`config.mk`:
```
export PLATFORM = sky130hd
export DESIGN_NAME = uic_top
export DESIGN_NICKNAME = d
export VERILOG_FILES = /design/src/design/uic_level_cross.v /design/src/design/uic_top.v
export VERILOG_INCLUDE_DIRS = /design/src /design/src/design
export SDC_FILE = /design/constraint.sdc
export NUM_CORES = 1
export LEC_CHECK = 0
export ABC_CLOCK_PERIOD_IN_PS = 4400
export BUFFER_PORTS_ARGS = -buffer_cell sky130_fd_sc_hd__clkbuf_2
export CORE_MARGIN = 2
export CORE_UTILIZATION = 25
export CTS_CLUSTER_SIZE = 14
export DETAILED_ROUTE_END_ITERATION = 10
export PLACE_DENSITY = 0.54
export SYNTH_ARGS = -nofsm -noshare
export SYNTH_HDL_FRONTEND = slang
export SYNTH_SLANG_ARGS = --single-unit
```
`constraint.sdc`:
```
create_clock -name clock_i -period 4.4 [get_ports clock_i]
set_input_delay 0.22 -clock clock_i [delete_from_list [all_inputs] [get_ports clock_i]]
set_output_delay 0.22 -clock clock_i [all_outputs]
set_load 0.01 [all_outputs]
```
`src/design/uic_map.vh`:
```
// register map and field constants of the serial-port interrupt status and clear block
// What the document requires
// RQ1: raw status read returns unmasked state of every source; writes ignored.
// RQ2: raw flags in bits 10..4: overrun, break, parity, framing, timeout, tx, rx; reset 0.
// RQ3: raw status bits 3:0 are read-only and read as all ones.
// RQ4: masked status read returns each raw flag gated by its mask bit; writes ignored.
// RQ5: masked flags in bits 10..4, same order; all masked bits reset to 0.
// RQ6: writing 1 to a clear bit clears that raw flag and its masked flag.
// RQ7: writing 0 to a clear bit leaves the flag unchanged.
// RQ8: clear bits 10..4 map to the seven sources in order; write-one-to-clear.
// RQ9: software leaves bits 31:11 alone and treats their read value as undefined.
// RQ10: mask bit 1 routes the raw flag to the interrupt output; 0 blocks it.
// RQ11: tx and rx flags set when fill level passes through trigger level, not at it.
// RQ12: the single interrupt output is high whenever any masked bit is 1; here irq_o is registered and follows one clock later.
`ifndef UIC_MAP_VH
`define UIC_MAP_VH
`define UIC_OFS_FIFO_LEVEL   12'h034
`define UIC_OFS_MASK         12'h038
`define UIC_OFS_RAW          12'h03C
`define UIC_OFS_MASKED       12'h040
`define UIC_OFS_CLEAR        12'h044
`define UIC_FLAG_LSB         4
`define UIC_FLAG_MSB         10
`define UIC_NUM_SRC          7
`define UIC_SRC_RX           0
`define UIC_SRC_TX           1
`define UIC_RAW_RSVD_VAL     4'hF
`define UIC_LEVEL_RST        6'h12
`define UIC_RESP_OKAY        2'h0
`define UIC_RESP_SLVERR      2'h2
`endif

```
`src/design/uic_level_cross.v`:
```
// detects a fifo fill level passing through a trigger level
`timescale 1ns/100ps
`include "uic_map.vh"
module uic_level_cross #(
  parameter DEPTH_W = 5,
  parameter IS_TX   = 0
) (
  input  wire               clock_i,
  input  wire               reset_i,
  input  wire [DEPTH_W-1:0] level_i,
  input  wire [2:0]         select_i,
  output reg                crossed_o
);
  reg  [DEPTH_W-1:0] level_q;
  reg  [DEPTH_W-1:0] trig;
  wire [DEPTH_W+2:0] full = {3'h0, {DEPTH_W{1'b1}}} + {{(DEPTH_W+2){1'b0}}, 1'b1};
  wire [DEPTH_W+2:0] eighth  = full >> 3;
  wire [DEPTH_W+2:0] quarter = full >> 2;
  wire [DEPTH_W+2:0] half    = full >> 1;
  wire [DEPTH_W+2:0] three_q = half + quarter;
  wire [DEPTH_W+2:0] seven_e = three_q + eighth;

  always @* begin
    case (select_i)
      3'h0: trig = eighth[DEPTH_W-1:0];
      3'h1: trig = quarter[DEPTH_W-1:0];
      3'h3: trig = three_q[DEPTH_W-1:0];
      3'h4: trig = seven_e[DEPTH_W-1:0];
      default: trig = half[DEPTH_W-1:0];
    endcase
  end

  // edge through the trigger, not the level itself
  always @(posedge clock_i) begin
    if (reset_i) begin
      level_q   <= {DEPTH_W{1'b0}};
      crossed_o <= 1'b0;
    end else begin
      level_q <= level_i;
      if (IS_TX != 0)
        crossed_o <= (level_q > trig) && (level_i <= trig);  // see RQ11
      else
        crossed_o <= (level_q < trig) && (level_i >= trig);  // see RQ11
    end
  end
endmodule

```
`src/design/uic_top.v`:
```
// interrupt status, mask and clear registers over an axi4-lite slave
`timescale 1ns/100ps
`include "uic_map.vh"
module uic_top #(
  parameter DEPTH_W = 5
) (
  input  wire               clock_i,
  input  wire               reset_i,
  input  wire               overrun_ev_i,
  input  wire               break_ev_i,
  input  wire               parity_ev_i,
  input  wire               framing_ev_i,
  input  wire               rx_timeout_ev_i,
  input  wire [DEPTH_W-1:0] tx_level_i,
  input  wire [DEPTH_W-1:0] rx_level_i,
  input  wire [11:0]        s_axi_awaddr,
  input  wire               s_axi_awvalid,
  output reg                s_axi_awready,
  input  wire [31:0]        s_axi_wdata,
  input  wire [3:0]         s_axi_wstrb,
  input  wire               s_axi_wvalid,
  output reg                s_axi_wready,
  output reg  [1:0]         s_axi_bresp,
  output reg                s_axi_bvalid,
  input  wire               s_axi_bready,
  input  wire [11:0]        s_axi_araddr,
  input  wire               s_axi_arvalid,
  output reg                s_axi_arready,
  output reg  [31:0]        s_axi_rdata,
  output reg  [1:0]         s_axi_rresp,
  output reg                s_axi_rvalid,
  input  wire               s_axi_rready,
  output reg                irq_o
);
  localparam N = `UIC_NUM_SRC;

  reg  [N-1:0]     raw_q;
  reg  [N-1:0]     irq_mask_q;
  reg  [5:0]       level_sel_q;
  reg  [11:0]      awaddr_q;
  reg              aw_have_q;
  reg  [31:0]      wdata_q;
  reg  [3:0]       wstrb_q;
  reg              w_have_q;
  wire             tx_cross;
  wire             rx_cross;
  wire [N-1:0]     event_set;
  wire [N-1:0]     masked;
  wire             wr_go;
  wire [N-1:0]     clr_bits;
  wire             clr_lane0;
  wire             clr_lane1;
  reg  [31:0]      rd_val;
  reg              rd_ok;
  reg              wr_ok;
  reg              hit_clear;
  reg              hit_mask;
  reg              hit_level;

  uic_level_cross #(.DEPTH_W(DEPTH_W), .IS_TX(1)) u_tx_cross (
    .clock_i   (clock_i),
    .reset_i   (reset_i),
    .level_i   (tx_level_i),
    .select_i  (level_sel_q[2:0]),
    .crossed_o (tx_cross)
  );

  uic_level_cross #(.DEPTH_W(DEPTH_W), .IS_TX(0)) u_rx_cross (
    .clock_i   (clock_i),
    .reset_i   (reset_i),
    .level_i   (rx_level_i),
    .select_i  (level_sel_q[5:3]),
    .crossed_o (rx_cross)
  );

  // source order from bit 10 down to bit 4
  assign event_set = {overrun_ev_i, break_ev_i, parity_ev_i, framing_ev_i,
                      rx_timeout_ev_i, tx_cross, rx_cross};  // see RQ2
  assign masked    = raw_q & irq_mask_q;  // see RQ10

  assign wr_go     = aw_have_q && w_have_q && !s_axi_bvalid;
  assign clr_lane0 = wstrb_q[0];
  assign clr_lane1 = wstrb_q[1];
  // only ones in written byte lanes clear; zeros leave flags alone
  assign clr_bits  = (wr_go && hit_clear) ?
                     ({{3{clr_lane1}}, {4{clr_lane0}}} &
                      wdata_q[`UIC_FLAG_MSB:`UIC_FLAG_LSB]) : {N{1'b0}};  // see RQ6 RQ7 RQ8

  // write decode; both status registers answer okay and keep their value
  always @* begin
    wr_ok     = 1'b1;
    hit_clear = 1'b0;
    hit_mask  = 1'b0;
    hit_level = 1'b0;
    case (awaddr_q)
      `UIC_OFS_CLEAR: begin
        hit_clear = 1'b1;  // see RQ8
      end
      `UIC_OFS_MASK: begin
        hit_mask = 1'b1;
      end
      `UIC_OFS_FIFO_LEVEL: begin
        hit_level = 1'b1;
      end
      `UIC_OFS_RAW: begin
        wr_ok = 1'b1;  // see RQ1
      end
      `UIC_OFS_MASKED: begin
        wr_ok = 1'b1;  // see RQ4
      end
      default: begin
        wr_ok = 1'b0;
      end
    endcase
  end

  genvar g;
  generate
    for (g = 0; g < N; g = g + 1) begin : g_flag
      // a new event in the clearing cycle wins
      always @(posedge clock_i) begin
        if (reset_i)
          raw_q[g] <= 1'b0;  // see RQ2
        else if (event_set[g])
          raw_q[g] <= 1'b1;
        else if (clr_bits[g])
          raw_q[g] <= 1'b0;  // see RQ6
      end
    end
  endgenerate

  always @* begin
    rd_val = 32'h0000_0000;
    rd_ok  = 1'b1;
    case (s_axi_araddr)
      `UIC_OFS_RAW: begin
        rd_val[`UIC_FLAG_MSB:`UIC_FLAG_LSB] = raw_q;  // see RQ1
        rd_val[3:0] = `UIC_RAW_RSVD_VAL;  // see RQ3
      end
      `UIC_OFS_MASKED: begin
        rd_val[`UIC_FLAG_MSB:`UIC_FLAG_LSB] = masked;  // see RQ4 RQ5
      end
      `UIC_OFS_MASK: begin
        rd_val[`UIC_FLAG_MSB:`UIC_FLAG_LSB] = irq_mask_q;
      end
      `UIC_OFS_FIFO_LEVEL: begin
        rd_val[5:0] = level_sel_q;
      end
      `UIC_OFS_CLEAR: begin
        rd_val = 32'h0000_0000;
      end
      default: begin
        rd_ok = 1'b0;
      end
    endcase
  end

  // mask and trigger select change only in the byte lanes the strobe enables
  always @(posedge clock_i) begin
    if (reset_i) begin
      irq_mask_q  <= {N{1'b0}};
      level_sel_q <= `UIC_LEVEL_RST;
    end else if (wr_go) begin
      if (hit_mask && wstrb_q[0])
        irq_mask_q[3:0] <= wdata_q[7:4];  // see RQ10
      if (hit_mask && wstrb_q[1])
        irq_mask_q[6:4] <= wdata_q[10:8];  // see RQ10
      if (hit_level && wstrb_q[0])
        level_sel_q <= wdata_q[5:0];  // see RQ11
    end
  end

  always @(posedge clock_i) begin
    if (reset_i)
      irq_o <= 1'b0;
    else
      irq_o <= |masked;  // see RQ12
  end

  always @(posedge clock_i) begin
    if (reset_i) begin
      awaddr_q      <= 12'h000;
      aw_have_q     <= 1'b0;
      wdata_q       <= 32'h0000_0000;
      wstrb_q       <= 4'h0;
      w_have_q      <= 1'b0;
      s_axi_awready <= 1'b0;
      s_axi_wready  <= 1'b0;
      s_axi_bvalid  <= 1'b0;
      s_axi_bresp   <= `UIC_RESP_OKAY;
      s_axi_arready <= 1'b0;
      s_axi_rvalid  <= 1'b0;
      s_axi_rdata   <= 32'h0000_0000;
      s_axi_rresp   <= `UIC_RESP_OKAY;
    end else begin
      // write address and data are latched independently
      s_axi_awready <= !aw_have_q && !s_axi_awready && s_axi_awvalid;
      if (s_axi_awvalid && s_axi_awready) begin
        awaddr_q  <= {s_axi_awaddr[11:2], 2'b00};
        aw_have_q <= 1'b1;
      end
      s_axi_wready <= !w_have_q && !s_axi_wready && s_axi_wvalid;
      if (s_axi_wvalid && s_axi_wready) begin
        wdata_q  <= s_axi_wdata;
        wstrb_q  <= s_axi_wstrb;
        w_have_q <= 1'b1;
      end
      if (wr_go) begin
        aw_have_q    <= 1'b0;
        w_have_q     <= 1'b0;
        s_axi_bvalid <= 1'b1;
        s_axi_bresp  <= wr_ok ? `UIC_RESP_OKAY : `UIC_RESP_SLVERR;
      end else if (s_axi_bvalid && s_axi_bready) begin
        s_axi_bvalid <= 1'b0;
      end
      s_axi_arready <= !s_axi_arready && !s_axi_rvalid && s_axi_arvalid;
      if (s_axi_arvalid && s_axi_arready) begin
        s_axi_rvalid <= 1'b1;
        s_axi_rdata  <= rd_val;
        s_axi_rresp  <= rd_ok ? `UIC_RESP_OKAY : `UIC_RESP_SLVERR;
      end else if (s_axi_rvalid && s_axi_rready) begin
        s_axi_rvalid <= 1'b0;
      end
    end
  end
endmodule

```
---- Yosys cells after proc, flatten, opt, wreduce, memory -nomap -nowiden ----
Cells that the tools add are included.
storage, ports and cells
  bits of input ports ..................... 82
  output and inout bits ................... 42
  logic and storage cells ................. 125
  register bits after elaboration ......... 78
operators by class
  bitwise operators ....................... 2
  order comparisons ....................... 4
  reductions and logical operators ........ 44
  equality and inequality tests ........... 16
  multiplexer cells ....................... 31
operators by type and width
  cell                 number
  $pmux 5 s4           2
  $eq 12x6->1 const B  3
  $eq 10x4->1 const B  3
  $eq 12x7->1 const B  2
  $mux 1               23
  $eq 10x5->1 const B  2
  $logic_and 1x1->1    19
  $reduce_bool 2->1    9
  $pmux 5 s3           1
  $and 7x7->7          2
  $reduce_or 5->1      2
  $pmux 2 s4           1
  $pmux 4 s2           1
  $logic_not 1->1      7
  $mux 7               1
  $reduce_or 7->1      1
  $eq 3x1->1 const B   2
  $eq 3x2->1 const B   2
  $eq 3x3->1 const B   2
  $logic_not 3->1      2
  $reduce_and 2->1     3
  $ge 5x5->1           1
  $gt 5x5->1           1
  $le 5x5->1           1
  other kinds (3)      4

---- Longest topological paths before layout ----
  depth in word-level cells ............... 6
  mapped depth ............................ 7
  mapped depth without buffers ............ 7

---- By module ----
From an unflattened synthesis, not the netlist that was laid out.
unflattened totals
  cell total of the unflattened synthesis .. 429
  area total of the unflattened synthesis .. 3,529.6 µm²
modules (own cells, without submodules)
  module                        sequential area each (µm²)  area an instance (µm²)  instances  cells each
  uic_top                       1,281.2                     2,989.1                 1          374
  uic_level_cross (u_tx_cross)  120.1                       309.0                   1          32
  uic_level_cross (u_rx_cross)  80.1                        231.5                   1          23

---- Worst setup path before layout ----
No wires, ideal clock.
  path kind ............................... reg2reg
  start ................................... reg level_sel_q[0]
  end ..................................... reg u_tx_cross.crossed_o
  data arrival time ....................... 1.503 ns
  clock period less this slack ............ 1.618 ns
  buffers on the path ..................... 0
  setup slack ............................. 2.782 ns
  library setup time ...................... 0.115 ns
  required time ........................... 4.285 ns
  stages on the path, launching flop included .. 8
  cells stage by stage .................... dfxtp_1 > nor2_1 > mux2i_1 > ha_1 > nor2b_1 > o21ai_0 > nand2b_1 > a2111oi_0
between the ends
  word-level cells in the longest chain between the ends .. 4
  elaborated cells on any way between the ends .. 8
  those cells by class .................... 2 x order compare; 3 x eq/ne; 1 x mux; 2 x reduce/logical
ends and longest elaborated chain
  what                                             RTL line              source
  start: declaration                               uic_top.v:39          reg [5:0] level_sel_q;
  start signal: assignment                         uic_top.v:162         level_sel_q <= `UIC_LEVEL_RST;
  start signal: assignment                         uic_top.v:169         level_sel_q <= wdata_q[5:0];
  $eq 3x3->1 (tied with other cells)               uic_level_cross.v:24  case (select_i)
  $pmux 5 s4 (*)                                   uic_level_cross.v:24
  $gt 5x5->1 / $le 5x5->1 (equally long branches)  uic_level_cross.v:41  crossed_o <= (level_q > trig) && (level_i <= trig);
  $logic_and 1x1->1 (*)                            uic_level_cross.v:41
  end signal: assignment                           uic_level_cross.v:41
  end signal: assignment                           uic_level_cross.v:43  crossed_o <= (level_q < trig) && (level_i >= trig);
  end: declaration                                 uic_level_cross.v:12  output reg crossed_o
Mark *: on every way between the ends. The rest lies on a longest branch, timed or not.
A chain may end at the register's enable or synchronous reset.

---- Worst setup path after layout ----
  start ................................... reg s_axi_bvalid
  end ..................................... reg raw_q[1]
between the ends
  word-level cells in the longest chain between the ends .. 5
ends and longest elaborated chain
  what                            RTL line       source
  start: declaration              uic_top.v:24   output reg s_axi_bvalid,
  start signal: assignment        uic_top.v:189  s_axi_bvalid <= 1'b0;
  start signal: assignment        uic_top.v:211  s_axi_bvalid <= 1'b1;
  start signal: assignment        uic_top.v:214  s_axi_bvalid <= 1'b0;
  $logic_not 1->1                 uic_top.v:81   assign wr_go = aw_have_q && w_have_q && !s_axi_bvalid;
  $logic_and 1x1->1               uic_top.v:81
  $logic_and 1x1->1               uic_top.v:85   assign clr_bits = (wr_go && hit_clear) ?
  $mux 7                          uic_top.v:85
  $reduce_bool 2->1 (no line)     -
  end signal: indexed assignment  uic_top.v:123  raw_q[g] <= 1'b0;
  end signal: indexed assignment  uic_top.v:125  raw_q[g] <= 1'b1;
  end signal: indexed assignment  uic_top.v:127  raw_q[g] <= 1'b0;
  end: declaration                uic_top.v:37   reg [N-1:0] raw_q;
No other way between the ends.

==> metrics.md <==
| Metric | Value |
|---|---|
| Status | completed |
| Global router's overall resource usage | 0.1278 |
| Leakage power figure | 1.662 nW |
| Post-Route Setup TNS | 0 ns |
| Clk pin slew, worst setup/hold paths | 0.06 ns |
| Fraction of layout cells with a size suffix above 1 | 0.1935 |
| Detailed-route vias per instance | 4.627 |
| Floorplan core area | 13350 um^2 |
| Clock tree root driver cell | sky130_fd_sc_hd__clkbuf_16 |
| Design Power | 0.001556 W |
| Area of all sequential standard cells | 1481 um^2 |
| Minimum clock period after layout | 2.087 ns |
| Setup slack of the worst register-to-register path | 2.31 ns |
| Most common flop cell mapped by yosys | sky130_fd_sc_hd__dfxtp_1 |
| RSZ-0062 raised after global routing | no |
| First-pass GRT wire length | 14.73 mm |
| Highest clock frequency the design can meet | 479.1 MHz |
| Initial DRC count | 149 |
| Final core utilization | 0.3132 |
| Post-route clock skew | 0.004055 ns |
| Source of the critical timing path | s_axi_bvalid$_SDFFE_PP0P_ |
| Slowest-stage cell, CP | sky130_fd_sc_hd__and3b_1 |
| Critical path start-end classification | reg2reg |
| Number of storage elements in the synthesis netlist | 74 |
| Number of setup violations in the final report | 0 |
| Number of warnings printed during yosys synthesis | 0 |
| Endpoint kind of the worst setup timing path | register |
| Number of flops mapped to enable cells by yosys | 0 |
| Worst reg2reg path endpoint | raw_q[1]$_SDFFE_PP0P_ |
| Data required time of the critical path | 4.57 ns |
| TritonCTS clock tree | yes |
| Clock sink total | 74 |
| Number of setup buffers added after CTS | 0 |
| Total I/O pin count | 124 |
| Layout net count | 579 |
| Largest net degree at the start of global routing | 42 |
| Placed inst area | 3881 um^2 |
| Final GP Congestion | 0.8648 |
| Library cell occupying the most area in the post-synthesis netlist | sky130_fd_sc_hd__dfxtp_1 |
| Share of the synthesized area in compound gates (AO/OA/AOI/OAI) | 0.1730 |
| Most common cell after layout, fill and taps aside | sky130_fd_sc_hd__clkbuf_2 |
| Vertical die dimension | 121.4 um |
| Period utilization | 0.4743 |
| Largest fanout of any net on the critical path | 16 |
| Final max-slew violation count | 0 |
| Cell area after technology mapping | 3443 um^2 |
| Floorplan row count | 42 |
| Number of cells upsized or downsized after cts | 0 |
| VDD IR max | 0.1684 mV |
| Number of cells on the worst hold path | 3 |
| Worst stage delay on the critical path | 0.59 ns |
| Number of inserted diodes | 0 |
| Routed Wire Length | 9.059 mm |
| Vias in the first global route | 3031 |
| Data arrival time of the worst path | 2.26 ns |
| Die area | 14730 um^2 |
| Launch instance of the worst register-to-register path | s_axi_bvalid$_SDFFE_PP0P_ |
| Total congestion overflow after global routing | 0 |
| Post-route cell area | 4180 um^2 |
| Adder-cell area share of the yosys netlist | 0.03997 |
| Hold Buf Count CTS | 0 |
| Final antenna-violating net count | 0 |
| Synth Instances | 420 |
| Average detailed-routed wire length per instance | 13.58 um |
| Sequence of cells on the critical path | and3b_1 -> nand3_1 -> nor3_1 -> a311oi_1 |
| Tightest Pin Transition | 0.8370 ns |
| R2r worst-path depth | 4 |
| Async set-or-reset flop fraction in the synthesized netlist | 0 |
| Xor/xnor share of the synthesized area | 0 |
| Starting Density | 0.2580 |
| Clock network latency to the later pin of the worst-skew pair | 0.33 ns |
| Share of cell area taken by muxes after synthesis | 0.01163 |
| Vias post-DR | 3086 |
| Power density normalized to cell area | 372.1 nW/um^2 |
| Post-DP HPWL | 7.074 mm |
| Max Cap Violations | 0 |
| Type of origin of the critical path | register |
| Leading cell types in the layout, fill and taps excluded | 75 x sky130_fd_sc_hd__clkbuf_2, 74 x sky130_fd_sc_hd__dfxtp_1, 60 x sky130_fd_sc_hd__nand2_1 |
| HP Start | s_axi_awaddr[8] |
| Final hold vios | 0 |
| Drt pass-1 iters | 4 |
| Placed Cells incl. Taps | 651 |
| End point of the worst hold path | awaddr_q[8]$_SDFFE_PP0P_ |
| Post-route DRC | 0 |
| Number of buffers added by the clock tree synthesis step | 9 |
| Multi-input gate area | 1725 um^2 |
| Final Non-Filler Cells | 667 |
| Count of buffers inserted at the top-level ports | 75 |
| Layout Area Growth over Synthesis | 21.40% |
| Fraction of post-synthesis cell area in the top cell type by area | 0.4302 |
| Filler cells | 1442 |
| Synthesized-area fraction occupied by and/or/nand/nor cells | 0.2515 |
| Depth of the CTS H-tree | 3 |
| Number of antenna violations at the first check in global routing | 0 |
| Number of buffers on the longest clock path | 2 |
| Overall die width | 121.4 um |
| Main combinational cell family by area after synthesis | simple AND/OR/NAND/NOR gates |
| Proportion of synthesized chip area in sequential cells | 0.4302 |
| Biggest area contributors in the synthesized netlist | sky130_fd_sc_hd__dfxtp_1 43%, sky130_fd_sc_hd__a21oi_1 7.3%, sky130_fd_sc_hd__nand2_1 6.5% |
| Average size of a mapped cell | 8.198 um^2 |
| Type of the most critical hold path | in2reg |
| Count of unique library cells instantiated by Yosys | 47 |
| Relative slew slack | 0.4420 |
==> layer usage <==
metal / part of all wire / wire, um / vias to the layer above / GRT usage
met3: 0.065 / 592 / 7 / 0.04135
met5: 0 / 0 / - / 0
met1: 0.45 / 4121 / 1403 / 0.1571
met4: 0.010 / 92 / 0 / 0.04741
met2: 0.47 / 4252 / 102 / 0.2082
li1: - / - / 1574 / -
==> worst max-delay path by stage <==
stage                     cells past startpoint                              end
after floorplan                               7  u_tx_cross.crossed_o$_SDFF_PP0_
after global placement                        4            raw_q[1]$_SDFFE_PP0P_
after detailed placement                      4            raw_q[1]$_SDFFE_PP0P_
after CTS                                     4            raw_q[0]$_SDFFE_PP0P_
after global routing                          7  u_tx_cross.crossed_o$_SDFF_PP0_
final                                         4            raw_q[1]$_SDFFE_PP0P_
==> synthesized netlist by cell type (all sizes together) (2+ instances only) <==
master / instances
o211ai: 3
mux2i: 4
nor2: 25
a311oi: 8
nor4b: 4
and3: 3
buf: 24
nand4b: 3
and3b: 2
inv: 19
or4: 2
clkbuf: 19
and2: 4
a31oi: 2
dfxtp: 74
nand4: 11
and4: 2
nand3: 15
nand2b: 3
o21ai: 27
nor4: 3
or3: 2
a211oi: 2
a21oi: 50
nor3b: 2
nand2: 60
ha: 11
nor3: 9
nor2b: 13
a2111oi: 2
==> power breakdown <==
group          total [W]  internal [W]  leakage, nW  switching [W]
Combinational   0.000112     0.0000451        0.912      0.0000672
Sequential      0.000708      0.000691        0.603      0.0000165
Clock           0.000735      0.000469        0.147       0.000266
Total            0.00156       0.00121         1.66       0.000350
==> registers in the layout, summed over array words and instances (netlist names), 2 cells and up <==
| signal | count |
|---|---|
| level_sel_q | 6 |
| s_axi_rdata | 11 |
| wstrb_q | 2 |
| u_tx_cross.level_q | 5 |
| raw_q | 7 |
| u_rx_cross.level_q | 3 |
| wdata_q | 11 |
| irq_mask_q | 7 |
| awaddr_q | 10 |
==> cells by family after synthesis <==
group	after synthesis
compound gates	103
fa+ha+maj	11
buf+inv	62
flops	74
mux	4
other cells	1
simple gates	165
==> metrics by stage <==
stage	hold slack (ns)	worst slack [ns]
6_report	0.1069	2.313
5_1_grt	0.1047	2.180
4_1_cts	0.09348	2.314
3_5_place_dp	0.4408	2.324
3_3_place_gp	0.4243	2.421
2_1_floorplan	0.3482	2.782
==> critical path: cells and delay by family, from the launching register on <==
family          cells  cell delay [ns]
flops               1             0.32
compound gates      1             0.18
simple gates        3             1.42
==> cell type report <==
type | instances | share of cell area
clock inverter | 2 | 0.008381
tap | 176 | 0.05268
clock buffer | 14 | 0.06315
timing repair buffer | 76 | 0.09159
inverter | 19 | 0.01706
sequential | 74 | 0.3544
multi-input combinational | 306 | 0.4127
(Power assumes the default switching activity.)
